$ cat src/shared/mcc_pkg.sv
// Constants, register map and carrier types of the motion control core.
// Assumes a single 25 MHz clock domain and 32-bit Avalon-MM register access.
package mcc_pkg;

    // ------------------------------------------------------------------
    // Register byte offsets
    // ------------------------------------------------------------------
    localparam logic [7:0] OFS_CTRL = 8'h00;
    localparam logic [7:0] OFS_STAT = 8'h04;
    localparam logic [7:0] OFS_MASK = 8'h08;
    localparam logic [7:0] OFS_SAMP = 8'h0C;
    localparam logic [7:0] OFS_FILT = 8'h10;
    localparam logic [7:0] OFS_CMD = 8'h14;
    localparam logic [7:0] OFS_PROF = 8'h18;
    localparam logic [7:0] OFS_POS = 8'h1C;
    localparam logic [7:0] OFS_COMM = 8'h20;
    localparam logic [7:0] OFS_PAT = 8'h24;
    localparam logic [7:0] OFS_MOTOR = 8'h28;

    // ------------------------------------------------------------------
    // Field positions and values after reset
    // ------------------------------------------------------------------
    localparam int unsigned ST_LIMIT = 0;
    localparam int unsigned ST_STOP = 1;
    localparam int unsigned ST_TICK = 2;
    localparam int unsigned ST_DONE = 3;
    localparam int unsigned ST_W = 4;
    localparam int unsigned FILT_SHIFT = 4;
    localparam logic [15:0] RST_SAMP = 16'h0064;
    localparam logic [15:0] RST_FILT = 16'h0010;
    localparam logic [23:0] RST_PROF = 24'h010001;
    localparam logic [23:0] RST_COMM = 24'h000010;
    localparam logic [15:0] RST_PAT = 16'h8421;

    // ------------------------------------------------------------------
    // Cycle counts
    // ------------------------------------------------------------------
    localparam logic [6:0] PWM_CNT = 7'h64;

    // ------------------------------------------------------------------
    // Types
    // ------------------------------------------------------------------
    typedef enum logic [1:0] {
        MD_POS = 2'b00,
        MD_PVEL = 2'b01,
        MD_TRAP = 2'b11,
        MD_IVEL = 2'b10
    } mcc_mode_t;

    typedef struct packed {
        logic [7:0] motor_command_port;
        logic [3:0] phase_enables;
        logic pulse;
        logic sign;
    } mcc_drive_t;

endpackage

$ cat src/mcc_core.sv
// Motion control core: encoder count, sample timer, four control modes,
// compensation filter, PWM and byte motor outputs, commutator, status.
// Assumes Avalon-MM master on i_ref_clk; pins arrive asynchronously.
//
// Overview of operation
// RULE_01 - Encoder channels decoded to quadrature counts in a 24-bit up/down position.
// RULE_02 - Exactly one of four selected control algorithms runs.
// RULE_03 - Host exchanges commands and data over the shared register bus.
// RULE_04 - Error between desired and actual passes through a programmable filter.
// RULE_05 - Motor command appears as a byte and as a PWM signal.
// RULE_06 - Profile generator moves setpoints in trapezoid and integral velocity modes.
// RULE_07 - Encoder position steps phase enables through a programmable pattern.
// RULE_08 - Programmable phase overlap and phase advance shape the phase enables.
// RULE_09 - Internal flags kept; profile-running and idle flags driven on pins.
// RULE_10 - Active-low limit and stop inputs interrupt normal control.
// RULE_11 - Host access any time; motor command computed once per sample.
// RULE_12 - Sample period set by host-programmed sample timer count.
// RULE_13 - Active-low sync input aligns sample timers of several controllers.
// RULE_14 - In idle, low sync clears and holds timer; high restarts from reload.
// RULE_15 - Limit sets flag, forces idle before next sample, command zero.
// RULE_16 - Stop during integral velocity mode sets flag and decelerates to rest.
// RULE_17 - PWM period 100 clocks, duty from magnitude, separate sign output.
// RULE_18 - Reset enters idle with zero command until host selects a mode.
`timescale 1ns/1ps

module mcc_core #(
    parameter int unsigned POS_W = 24 // Position counter width
) (
    input wire logic i_ref_clk, // Core clock
    input wire logic i_rst_n, // Asynchronous reset, active low
    input wire logic [7:0] i_avs_address, // Byte address
    input wire logic i_avs_read, // Read request
    input wire logic i_avs_write, // Write request
    input wire logic [31:0] i_avs_writedata, // Write data
    output logic [31:0] o_avs_readdata, // Read data
    output logic o_avs_waitrequest, // Stall
    input wire logic [1:0] i_encoder_channels, // Bit 0 channel A, bit 1 channel B
    input wire logic i_limit_n, // Emergency limit, active low
    input wire logic i_stop_n, // Emergency stop, active low
    input wire logic i_sync_n, // Sample timer sync, active low
    output mcc_pkg::mcc_drive_t o_drive, // Motor and phase outputs
    output logic o_prof, // Profiled move executing
    output logic o_init, // Idle mode
    output logic o_irq // Interrupt, active high
);

    // ------------------------------------------------------------------
    // State
    // ------------------------------------------------------------------
    typedef struct packed {
        logic [4:0] p1;
        logic [4:0] p2;
        logic [1:0] eprv;
        logic run;
        mcc_pkg::mcc_mode_t mode;
        logic [mcc_pkg::ST_W-1:0] st;
        logic [mcc_pkg::ST_W-1:0] mask;
        logic [15:0] samp;
        logic [15:0] filt;
        logic [23:0] cmd;
        logic [23:0] prof;
        logic [23:0] comm;
        logic [15:0] pat;
        logic [POS_W-1:0] pos;
        logic [POS_W-1:0] pos_last;
        logic [15:0] tmr;
        logic hold;
        logic [POS_W-1:0] sp;
        logic [15:0] pv;
        logic [15:0] spd;
        logic [POS_W-1:0] eprev;
        logic [7:0] mcmd;
        logic [6:0] pwm;
        logic [7:0] duty;
        logic [7:0] ph_cnt;
        logic [1:0] ph_idx;
        logic proff;
        logic ack;
        logic [31:0] rdata;
        mcc_pkg::mcc_drive_t drv;
    } mcc_state_t;

    localparam mcc_state_t RST_S = '{
        p1: 5'h1F, p2: 5'h1F, mode: mcc_pkg::MD_POS,
        samp: mcc_pkg::RST_SAMP, filt: mcc_pkg::RST_FILT,
        prof: mcc_pkg::RST_PROF, comm: mcc_pkg::RST_COMM,
        pat: mcc_pkg::RST_PAT, drv: '{motor_command_port: 8'h80, default: '0},
        default: '0};

    mcc_state_t s_q;
    mcc_state_t s_d;
    logic rst_m_q;
    logic rst_s_q;

    function automatic logic [3:0] pat_nib(input logic [15:0] p, input logic [1:0] i);
        return p[{i, 2'b00} +: 4];
    endfunction

    // ------------------------------------------------------------------
    // Reset release
    // ------------------------------------------------------------------
    always_ff @(posedge i_ref_clk or negedge i_rst_n) begin
        if (!i_rst_n) begin
            rst_m_q <= 1'b0;
            rst_s_q <= 1'b0;
        end else begin
            rst_m_q <= 1'b1;
            rst_s_q <= rst_m_q;
        end
    end

    // ------------------------------------------------------------------
    // Next state
    // ------------------------------------------------------------------
    always_comb begin
        logic a;
        logic b;
        logic chg;
        logic lim;
        logic stp;
        logic syn;
        logic tick;
        logic [7:0] cps;
        logic [8:0] eff;
        logic [1:0] ei;
        logic [POS_W-1:0] vel;
        logic [POS_W-1:0] err;
        logic signed [35:0] u;
        logic [POS_W-1:0] rem;
        logic [POS_W-1:0] ar;
        logic [31:0] ss;
        logic [33:0] dd;
        logic [16:0] sa;
        logic [15:0] ns;
        logic [POS_W-1:0] stepm;
        logic [15:0] vt;
        logic [15:0] ac;
        logic [7:0] mag;
        logic [mcc_pkg::ST_W-1:0] set;
        logic [mcc_pkg::ST_W-1:0] clr;
        a = 1'b0;
        b = 1'b0;
        chg = 1'b0;
        lim = 1'b0;
        stp = 1'b0;
        syn = 1'b0;
        tick = 1'b0;
        cps = 8'h00;
        eff = 9'h000;
        ei = 2'b00;
        vel = '0;
        err = '0;
        u = '0;
        rem = '0;
        ar = '0;
        ss = 32'h0;
        dd = 34'h0;
        sa = 17'h0;
        ns = 16'h0;
        stepm = '0;
        vt = 16'h0;
        ac = 16'h0;
        mag = 8'h00;
        set = '0;
        clr = '0;
        s_d = s_q;

        // Pin synchronisers: encoder B, A, limit, stop, sync
        s_d.p1 = {i_encoder_channels, i_limit_n, i_stop_n, i_sync_n};
        s_d.p2 = s_q.p1;
        a = s_q.p2[3];
        b = s_q.p2[4];
        lim = ~s_q.p2[2]; // RULE_10
        stp = ~s_q.p2[1];
        syn = ~s_q.p2[0];

        // Quadrature decode, four counts per encoder cycle
        s_d.eprv = {b, a};
        chg = (a ^ s_q.eprv[0]) ^ (b ^ s_q.eprv[1]); // RULE_01
        cps = (s_q.comm[7:0] == 8'h00) ? 8'h01 : s_q.comm[7:0];
        if (chg) begin
            if (a ^ s_q.eprv[1]) begin
                s_d.pos = s_q.pos + POS_W'(1); // RULE_01
                if (s_q.ph_cnt >= cps - 8'h01) begin
                    s_d.ph_cnt = 8'h00; // RULE_07
                    s_d.ph_idx = s_q.ph_idx + 2'b01;
                end else begin
                    s_d.ph_cnt = s_q.ph_cnt + 8'h01;
                end
            end else begin
                s_d.pos = s_q.pos - POS_W'(1); // RULE_01
                if (s_q.ph_cnt == 8'h00) begin
                    s_d.ph_cnt = cps - 8'h01; // RULE_07
                    s_d.ph_idx = s_q.ph_idx - 2'b01;
                end else begin
                    s_d.ph_cnt = s_q.ph_cnt - 8'h01;
                end
            end
        end

        // Commutator with advance and overlap
        eff = {1'b0, s_q.ph_cnt} + {1'b0, s_q.comm[15:8]}; // RULE_08
        ei = s_q.ph_idx;
        if (eff >= {1'b0, cps}) begin
            eff = eff - {1'b0, cps}; // RULE_08
            ei = ei + 2'b01;
        end
        s_d.drv.phase_enables = pat_nib(s_q.pat, ei); // RULE_07
        if (eff + {1'b0, s_q.comm[23:16]} >= {1'b0, cps}) begin
            s_d.drv.phase_enables = pat_nib(s_q.pat, ei) | pat_nib(s_q.pat, ei + 2'b01); // RULE_08
        end

        // Sample timer with sync hold in idle
        if (!s_q.run && syn) begin
            s_d.tmr = 16'h0000; // RULE_14
            s_d.hold = 1'b1;
        end else if (s_q.hold) begin
            s_d.tmr = s_q.samp; // RULE_14
            s_d.hold = 1'b0;
        end else if (s_q.tmr == 16'h0000) begin
            tick = 1'b1; // RULE_12
            s_d.tmr = s_q.samp;
        end else begin
            s_d.tmr = s_q.tmr - 16'h0001; // RULE_13
        end

        // Emergency inputs
        if (stp) begin
            set[mcc_pkg::ST_STOP] = 1'b1; // RULE_16
        end
        if (tick) begin
            set[mcc_pkg::ST_TICK] = 1'b1;
        end

        // Control loop, once per sample
        ac = {8'h00, s_q.prof[7:0]};
        if (!s_q.run) begin
            s_d.mcmd = 8'h00; // RULE_18
            s_d.eprev = '0;
            s_d.sp = s_q.pos;
            s_d.pv = 16'h0000;
            s_d.spd = 16'h0000;
            s_d.proff = 1'b0;
        end else if (tick) begin // RULE_11
            vel = s_q.pos - s_q.pos_last;
            s_d.pos_last = s_q.pos;
            unique case (s_q.mode) // RULE_02
                mcc_pkg::MD_POS: begin
                    err = s_q.cmd - s_q.pos; // RULE_04
                end
                mcc_pkg::MD_PVEL: begin
                    err = POS_W'($signed(s_q.cmd[15:0])) - POS_W'($signed(vel[15:0]));
                end
                mcc_pkg::MD_TRAP: begin
                    err = s_q.sp - s_q.pos;
                    rem = s_q.cmd - s_q.sp; // RULE_06
                    ar = rem[POS_W-1] ? -rem : rem;
                    ss = s_q.spd * s_q.spd;
                    dd = {ac[8:0], 1'b0} * ar;
                    sa = {1'b0, s_q.spd} + {1'b0, ac};
                    if (ar == '0) begin
                        s_d.spd = 16'h0000;
                        s_d.proff = 1'b0;
                        set[mcc_pkg::ST_DONE] = s_q.proff;
                    end else begin
                        s_d.proff = 1'b1; // RULE_09
                        if ({2'b00, ss} >= dd) begin
                            ns = (s_q.spd > ac) ? s_q.spd - ac : 16'h0001;
                        end else begin
                            ns = (sa > {1'b0, s_q.prof[23:8]}) ? s_q.prof[23:8] : sa[15:0];
                        end
                        s_d.spd = ns;
                        stepm = (POS_W'(ns) > ar) ? ar : POS_W'(ns);
                        s_d.sp = rem[POS_W-1] ? s_q.sp - stepm : s_q.sp + stepm; // RULE_06
                    end
                end
                mcc_pkg::MD_IVEL: begin
                    err = s_q.sp - s_q.pos;
                    vt = s_q.st[mcc_pkg::ST_STOP] ? 16'h0000 : s_q.cmd[15:0]; // RULE_16
                    if ($signed(s_q.pv) < $signed(vt)) begin
                        s_d.pv = ($signed(vt - s_q.pv) > $signed(ac)) ? s_q.pv + ac : vt;
                    end else begin
                        s_d.pv = ($signed(s_q.pv - vt) > $signed(ac)) ? s_q.pv - ac : vt;
                    end
                    s_d.sp = s_q.sp + POS_W'($signed(s_d.pv)); // RULE_06
                end
            endcase
            u = (36'(signed'({1'b0, s_q.filt[7:0]})) * 36'(signed'(err))
                - 36'(signed'({1'b0, s_q.filt[15:8]})) * 36'(signed'(s_q.eprev)))
                >>> mcc_pkg::FILT_SHIFT; // RULE_04
            s_d.eprev = err;
            if (u > 36'sd127) begin
                s_d.mcmd = 8'h7F;
            end else if (u < -36'sd127) begin
                s_d.mcmd = 8'h81;
            end else begin
                s_d.mcmd = u[7:0];
            end
        end

        // Limit forces idle before the next sample
        if (lim) begin
            set[mcc_pkg::ST_LIMIT] = 1'b1; // RULE_15
            s_d.run = 1'b0;
            s_d.mcmd = 8'h00;
        end

        // Motor command outputs
        s_d.pwm = (s_q.pwm >= mcc_pkg::PWM_CNT - 7'h01) ? 7'h00 : s_q.pwm + 7'h01; // RULE_17
        mag = s_q.mcmd[7] ? -s_q.mcmd : s_q.mcmd;
        // Duty loads only at period start so the pulse never rises mid-period
        if (s_q.pwm >= mcc_pkg::PWM_CNT - 7'h01) begin
            s_d.duty = mag; // RULE_17
        end
        s_d.drv.pulse = ({1'b0, s_q.pwm} < s_q.duty); // RULE_17
        s_d.drv.sign = s_q.mcmd[7]; // RULE_17
        s_d.drv.motor_command_port = s_q.mcmd ^ 8'h80; // RULE_05

        // Register bus: first edge latches read data, second completes
        s_d.ack = 1'b0;
        if ((i_avs_read || i_avs_write) && !s_q.ack) begin
            s_d.ack = 1'b1;
            unique case (i_avs_address) // RULE_03
                mcc_pkg::OFS_CTRL: s_d.rdata = {29'h0, s_q.mode, s_q.run};
                mcc_pkg::OFS_STAT: s_d.rdata = {28'h0, s_q.st};
                mcc_pkg::OFS_MASK: s_d.rdata = {28'h0, s_q.mask};
                mcc_pkg::OFS_SAMP: s_d.rdata = {16'h0, s_q.samp};
                mcc_pkg::OFS_FILT: s_d.rdata = {16'h0, s_q.filt};
                mcc_pkg::OFS_CMD: s_d.rdata = {8'h0, s_q.cmd};
                mcc_pkg::OFS_PROF: s_d.rdata = {8'h0, s_q.prof};
                mcc_pkg::OFS_POS: s_d.rdata = {8'h0, s_q.pos};
                mcc_pkg::OFS_COMM: s_d.rdata = {8'h0, s_q.comm};
                mcc_pkg::OFS_PAT: s_d.rdata = {16'h0, s_q.pat};
                mcc_pkg::OFS_MOTOR: s_d.rdata = {18'h0, s_q.drv.phase_enables,
                    s_q.proff, ~s_q.run, s_q.mcmd};
                default: s_d.rdata = 32'h0;
            endcase
        end else if (s_q.ack && i_avs_write) begin
            unique case (i_avs_address)
                mcc_pkg::OFS_CTRL: begin
                    s_d.run = i_avs_writedata[0] & ~lim; // RULE_18
                    s_d.mcmd = i_avs_writedata[0] ? s_d.mcmd : 8'h00; // RULE_18
                    s_d.mode = mcc_pkg::mcc_mode_t'(i_avs_writedata[2:1]); // RULE_02
                end
                mcc_pkg::OFS_STAT: clr = i_avs_writedata[mcc_pkg::ST_W-1:0];
                mcc_pkg::OFS_MASK: s_d.mask = i_avs_writedata[mcc_pkg::ST_W-1:0];
                mcc_pkg::OFS_SAMP: s_d.samp = i_avs_writedata[15:0]; // RULE_12
                mcc_pkg::OFS_FILT: s_d.filt = i_avs_writedata[15:0]; // RULE_04
                mcc_pkg::OFS_CMD: s_d.cmd = i_avs_writedata[23:0];
                mcc_pkg::OFS_PROF: s_d.prof = i_avs_writedata[23:0];
                mcc_pkg::OFS_POS: s_d.pos = i_avs_writedata[POS_W-1:0];
                mcc_pkg::OFS_COMM: s_d.comm = i_avs_writedata[23:0]; // RULE_08
                mcc_pkg::OFS_PAT: s_d.pat = i_avs_writedata[15:0]; // RULE_07
                default: ;
            endcase
        end
        s_d.st = (s_q.st & ~clr) | set; // RULE_09
    end

    always_ff @(posedge i_ref_clk or negedge rst_s_q) begin
        if (!rst_s_q) begin
            s_q <= RST_S; // RULE_18
        end else begin
            s_q <= s_d;
        end
    end

    // ------------------------------------------------------------------
    // Outputs
    // ------------------------------------------------------------------
    assign o_avs_readdata = s_q.rdata;
    assign o_avs_waitrequest = (i_avs_read | i_avs_write) & ~s_q.ack;
    assign o_drive = s_q.drv;
    assign o_prof = s_q.proff; // RULE_09
    assign o_init = ~s_q.run; // RULE_09
    assign o_irq = |(s_q.st & s_q.mask);

endmodule // mcc_core

$ cat config.mk
export PLATFORM = sky130hd
export DESIGN_NAME = mcc_core
export DESIGN_NICKNAME = d
export VERILOG_FILES = /design/src/shared/mcc_pkg.sv /design/src/mcc_core.sv
export SDC_FILE = /design/constraint.sdc
export NUM_CORES = 2
export LEC_CHECK = 0
export BUFFER_PORTS_ARGS = -buffer_cell sky130_fd_sc_hd__buf_2
export CORE_MARGIN = 2
export CORE_UTILIZATION = 50
export CTS_CLUSTER_DIAMETER = 60
export DETAILED_ROUTE_END_ITERATION = 6
export HOLD_SLACK_MARGIN = 0.02
export PLACE_DENSITY = 0.66
export SYNTH_ARGS = -nofsm -noshare
export SYNTH_HDL_FRONTEND = slang
export SYNTH_SLANG_ARGS = --single-unit
$ cat constraint.sdc
create_clock -name i_ref_clk -period 13.6 [get_ports i_ref_clk]
set_input_delay 3.4 -clock i_ref_clk [delete_from_list [all_inputs] [get_ports i_ref_clk]]
set_output_delay 3.4 -clock i_ref_clk [all_outputs]
set_load 0.02 [all_outputs]
==> reports/results.ini <==
[sta]
setup_ws_ps=-1900
drv_slew=0
finalSetupTns_ps=-22700
final_hold_viol_count=0
rsz0062_at_grt=true
setup_viol=19
fin_crit_ps=15500
max_freq_mhz=64.5
fin_worst_skew_ps=83.2
tightest_slew_ps=1180
maxSlewHeadroom_pct=21.5
whs_ps=354
fin_crit_sh_pct=114

[place]
dpl_worst_slack_ps=-2230
place.gp.congestion=0.960
io_buffers=82
placed_cell_area_um2=64300
hpwlAfterDp_um=145000
placedCellCount=8631

[logic_synthesis]
synth_area_um2=57300
synthCells=6620
synth_compound_area_share_pct=13.8
synthDistinctLibCells=110
synthArstFlopShare_pct=100
synth_seq_cells=355
yosysTopAreaCell=fa_1
synthMuxAreaShare_pct=4.25
yosys-top-cells-area=fa_1 24%, dfrtp_1 15%, ha_1 13%
synth_adder_area_share_pct=36.4
synthXorXnorAreaFrac_pct=5.07
synth.top_cell.area_share_pct=23.7
syn_avg_cell_area_um2=8.66
synthFlopType=dfrtp_1
synth_top_family_by_area=adder cells
ys_seq_area_share_pct=15.5
yosysWarnings=0
synth-edff-count=0
synth_simple_gate_area_share_pct=16.1

[layout]
drive_gt1_share_pct=19.4
fin_util_pct=59.2
fin_cells=8797
fin_area_um2=67500
fill_cells=9952
nets=8548
area_growth_pct=17.8

[power_and_ir_drop]
switching_power_mw=5.69
p_int_mw=6.31
p_clk_share_pct=11.7
p_seq_share_pct=11.2
powerDensity_nw_per_um2=178
comb_power_share_pct=77.1
ir_worst_vdd_v=0.000215
leakagePower_nw=34.3
p_sw_share_pct=47.4
power_mw=12.0

[floorplanning]
core_area_um2=114000
die_w_um=343
rows=124
start_util_pct=50.3
dieArea_um2=117000
ioPinCount=99
dieHeight_um=343

[clocking]
numClockSinks=355
clock_latency_ps=700
root_buffer=clkbuf_16
cts_made_buffers=50
clk_pin_slew_worst_paths_ps=60
cts_max_level=2
cts_tree=built
clk_path_buf_depth=3

[global_route]
grt_usage_pct=30.7
grt_max_degree=152
overflow=0
antenna_found_initial=3
grt_pass1_vias=50400
grt_pass1_wl_um=283000

[detailed_routing]
drt_iter0_drc=3510
wl_um=179000
avgRoutedWirePerCell_um=20.4
vias=49500
detail_route.vias_per_cell=5.63
drc=18
dr.pass1.iters=7
ant_nets=0

[setup_path]
critPathMaxStageDelay_ps=540
worstPathArrival_ps=16050
slowest_stage=or4_4
required_ps=14150
cp-start-kind=flop
crit_type=reg2reg
critPathMaxFanout=7
critPathCaptureType=flop

[min_path]
hold_class=reg2reg

[run_status]
status=finished, violations left
violations=design-rule violations, negative setup slack

[job]
cap_violations=0

## placed cells by master (no fill, tap or decap), drive strengths merged, types with 118 or more instances in the layout
master / n
a21oi: 326
nand2: 610
and2: 240
buf: 866
mux2: 162
nand3: 118
o21ai: 296
inv: 1002
ha: 579
xnor2: 215
dfrtp: 333
nor2: 516
fa: 680
## power by group through the flow
| stage | sequential (mW) | clock, mW | combinational [mW] |
|---|---|---|---|
| 6_report | 1.34 | 1.41 | 9.25 |
| 3_3_place_gp | 1.34 | 0 | 7.91 |
| 5_1_grt | 1.35 | 1.47 | 10.0 |
| 4_1_cts | 1.33 | 1.43 | 8.61 |
| 3_5_place_dp | 1.35 | 0 | 8.03 |
| 2_1_floorplan | 1.29 | 0 | 4.91 |
## registers in the layout, summed over array words and instances, names as in the netlist
| name | flops |
|---|---|
| s_q | 299 |
| o_prof | 1 |
| o_avs_readdata | 24 |
| s_d | 15 |
| o_drive | 14 |
| rst_s_q | 1 |
| rst_m_q | 1 |
## critical path, delay by kind of cell (launching register included)
| kind | cells | cell delay, ps |
|---|---|---|
| compound gates | 39 | 6620 |
| xor+xnor | 5 | 750 |
| fa+ha+maj | 11 | 3650 |
| buf+inv | 10 | 1160 |
| flops | 1 | 380 |
| mux | 3 | 670 |
| simple gates | 13 | 2130 |
## Yosys cell counts, types with 118 or more instances
master / number
mux2_2: 160
o21ai_0: 287
and2_1: 239
fa_1: 680
xnor2_1: 213
nor2_1: 516
nand2_1: 610
inv_1: 992
nand3_1: 118
clkbuf_1: 227
a21oi_1: 325
dfrtp_1: 333
ha_1: 579
## cells by family after synthesis
group	Yosys count
buffers and inverters	1309
muxes	216
adders and majority gates	1259
AOI/OAI and AO/OA	1208
DFF	355
and+or+nand+nor	1942
xor gates and xnor gates	329
other	2
## routing by layer
metal  vias to the layer above  share of wire, %  track usage (%)
li1                      23000                 -                -
met1                     24400                42             40.4
met2                      1689                47             51.0
met3                       411               6.0             3.70
met4                         0               5.1             13.7
met5                         -                 0                0
## path summary, 6_finish.rpt
path	from	endpoint	slack [ps]	depth (start not counted)
worst max-delay path	s_q[290]	s_q[159]	-1900	81
worst min-delay path	rst_m_q	rst_s_q	350	0
worst max register to register	s_q[290]	s_q[159]	-1900	81
worst min register to register	rst_m_q	rst_s_q	350	0
max in group asynchronous	rst_s_q	s_q[133]	10750	2
min in group asynchronous	rst_s_q	s_q[175]	500	0
## what timing repair did
item                       4_1_cts  5_1_grt
cloned                           0        0
hold buffers                     0        0
gates resized for setup        128       75
setup endpoints to repair       21       28
pin swaps                      136       80
setup buffers                   51       22
## area by class of cell
class | instances | area, um2 | area share (%)
antenna | 3 | 7.51 | 0.0111
timing repair buffer | 867 | 6460 | 9.56
inverter | 1003 | 3770 | 5.59
clock buffer | 59 | 1340 | 1.98
tap | 1512 | 1890 | 2.80
multi-input combinational | 4963 | 44700 | 66.2
clock inverter | 35 | 462 | 0.684
sequential | 355 | 8920 | 13.2
(Power assumes the default switching activity.)
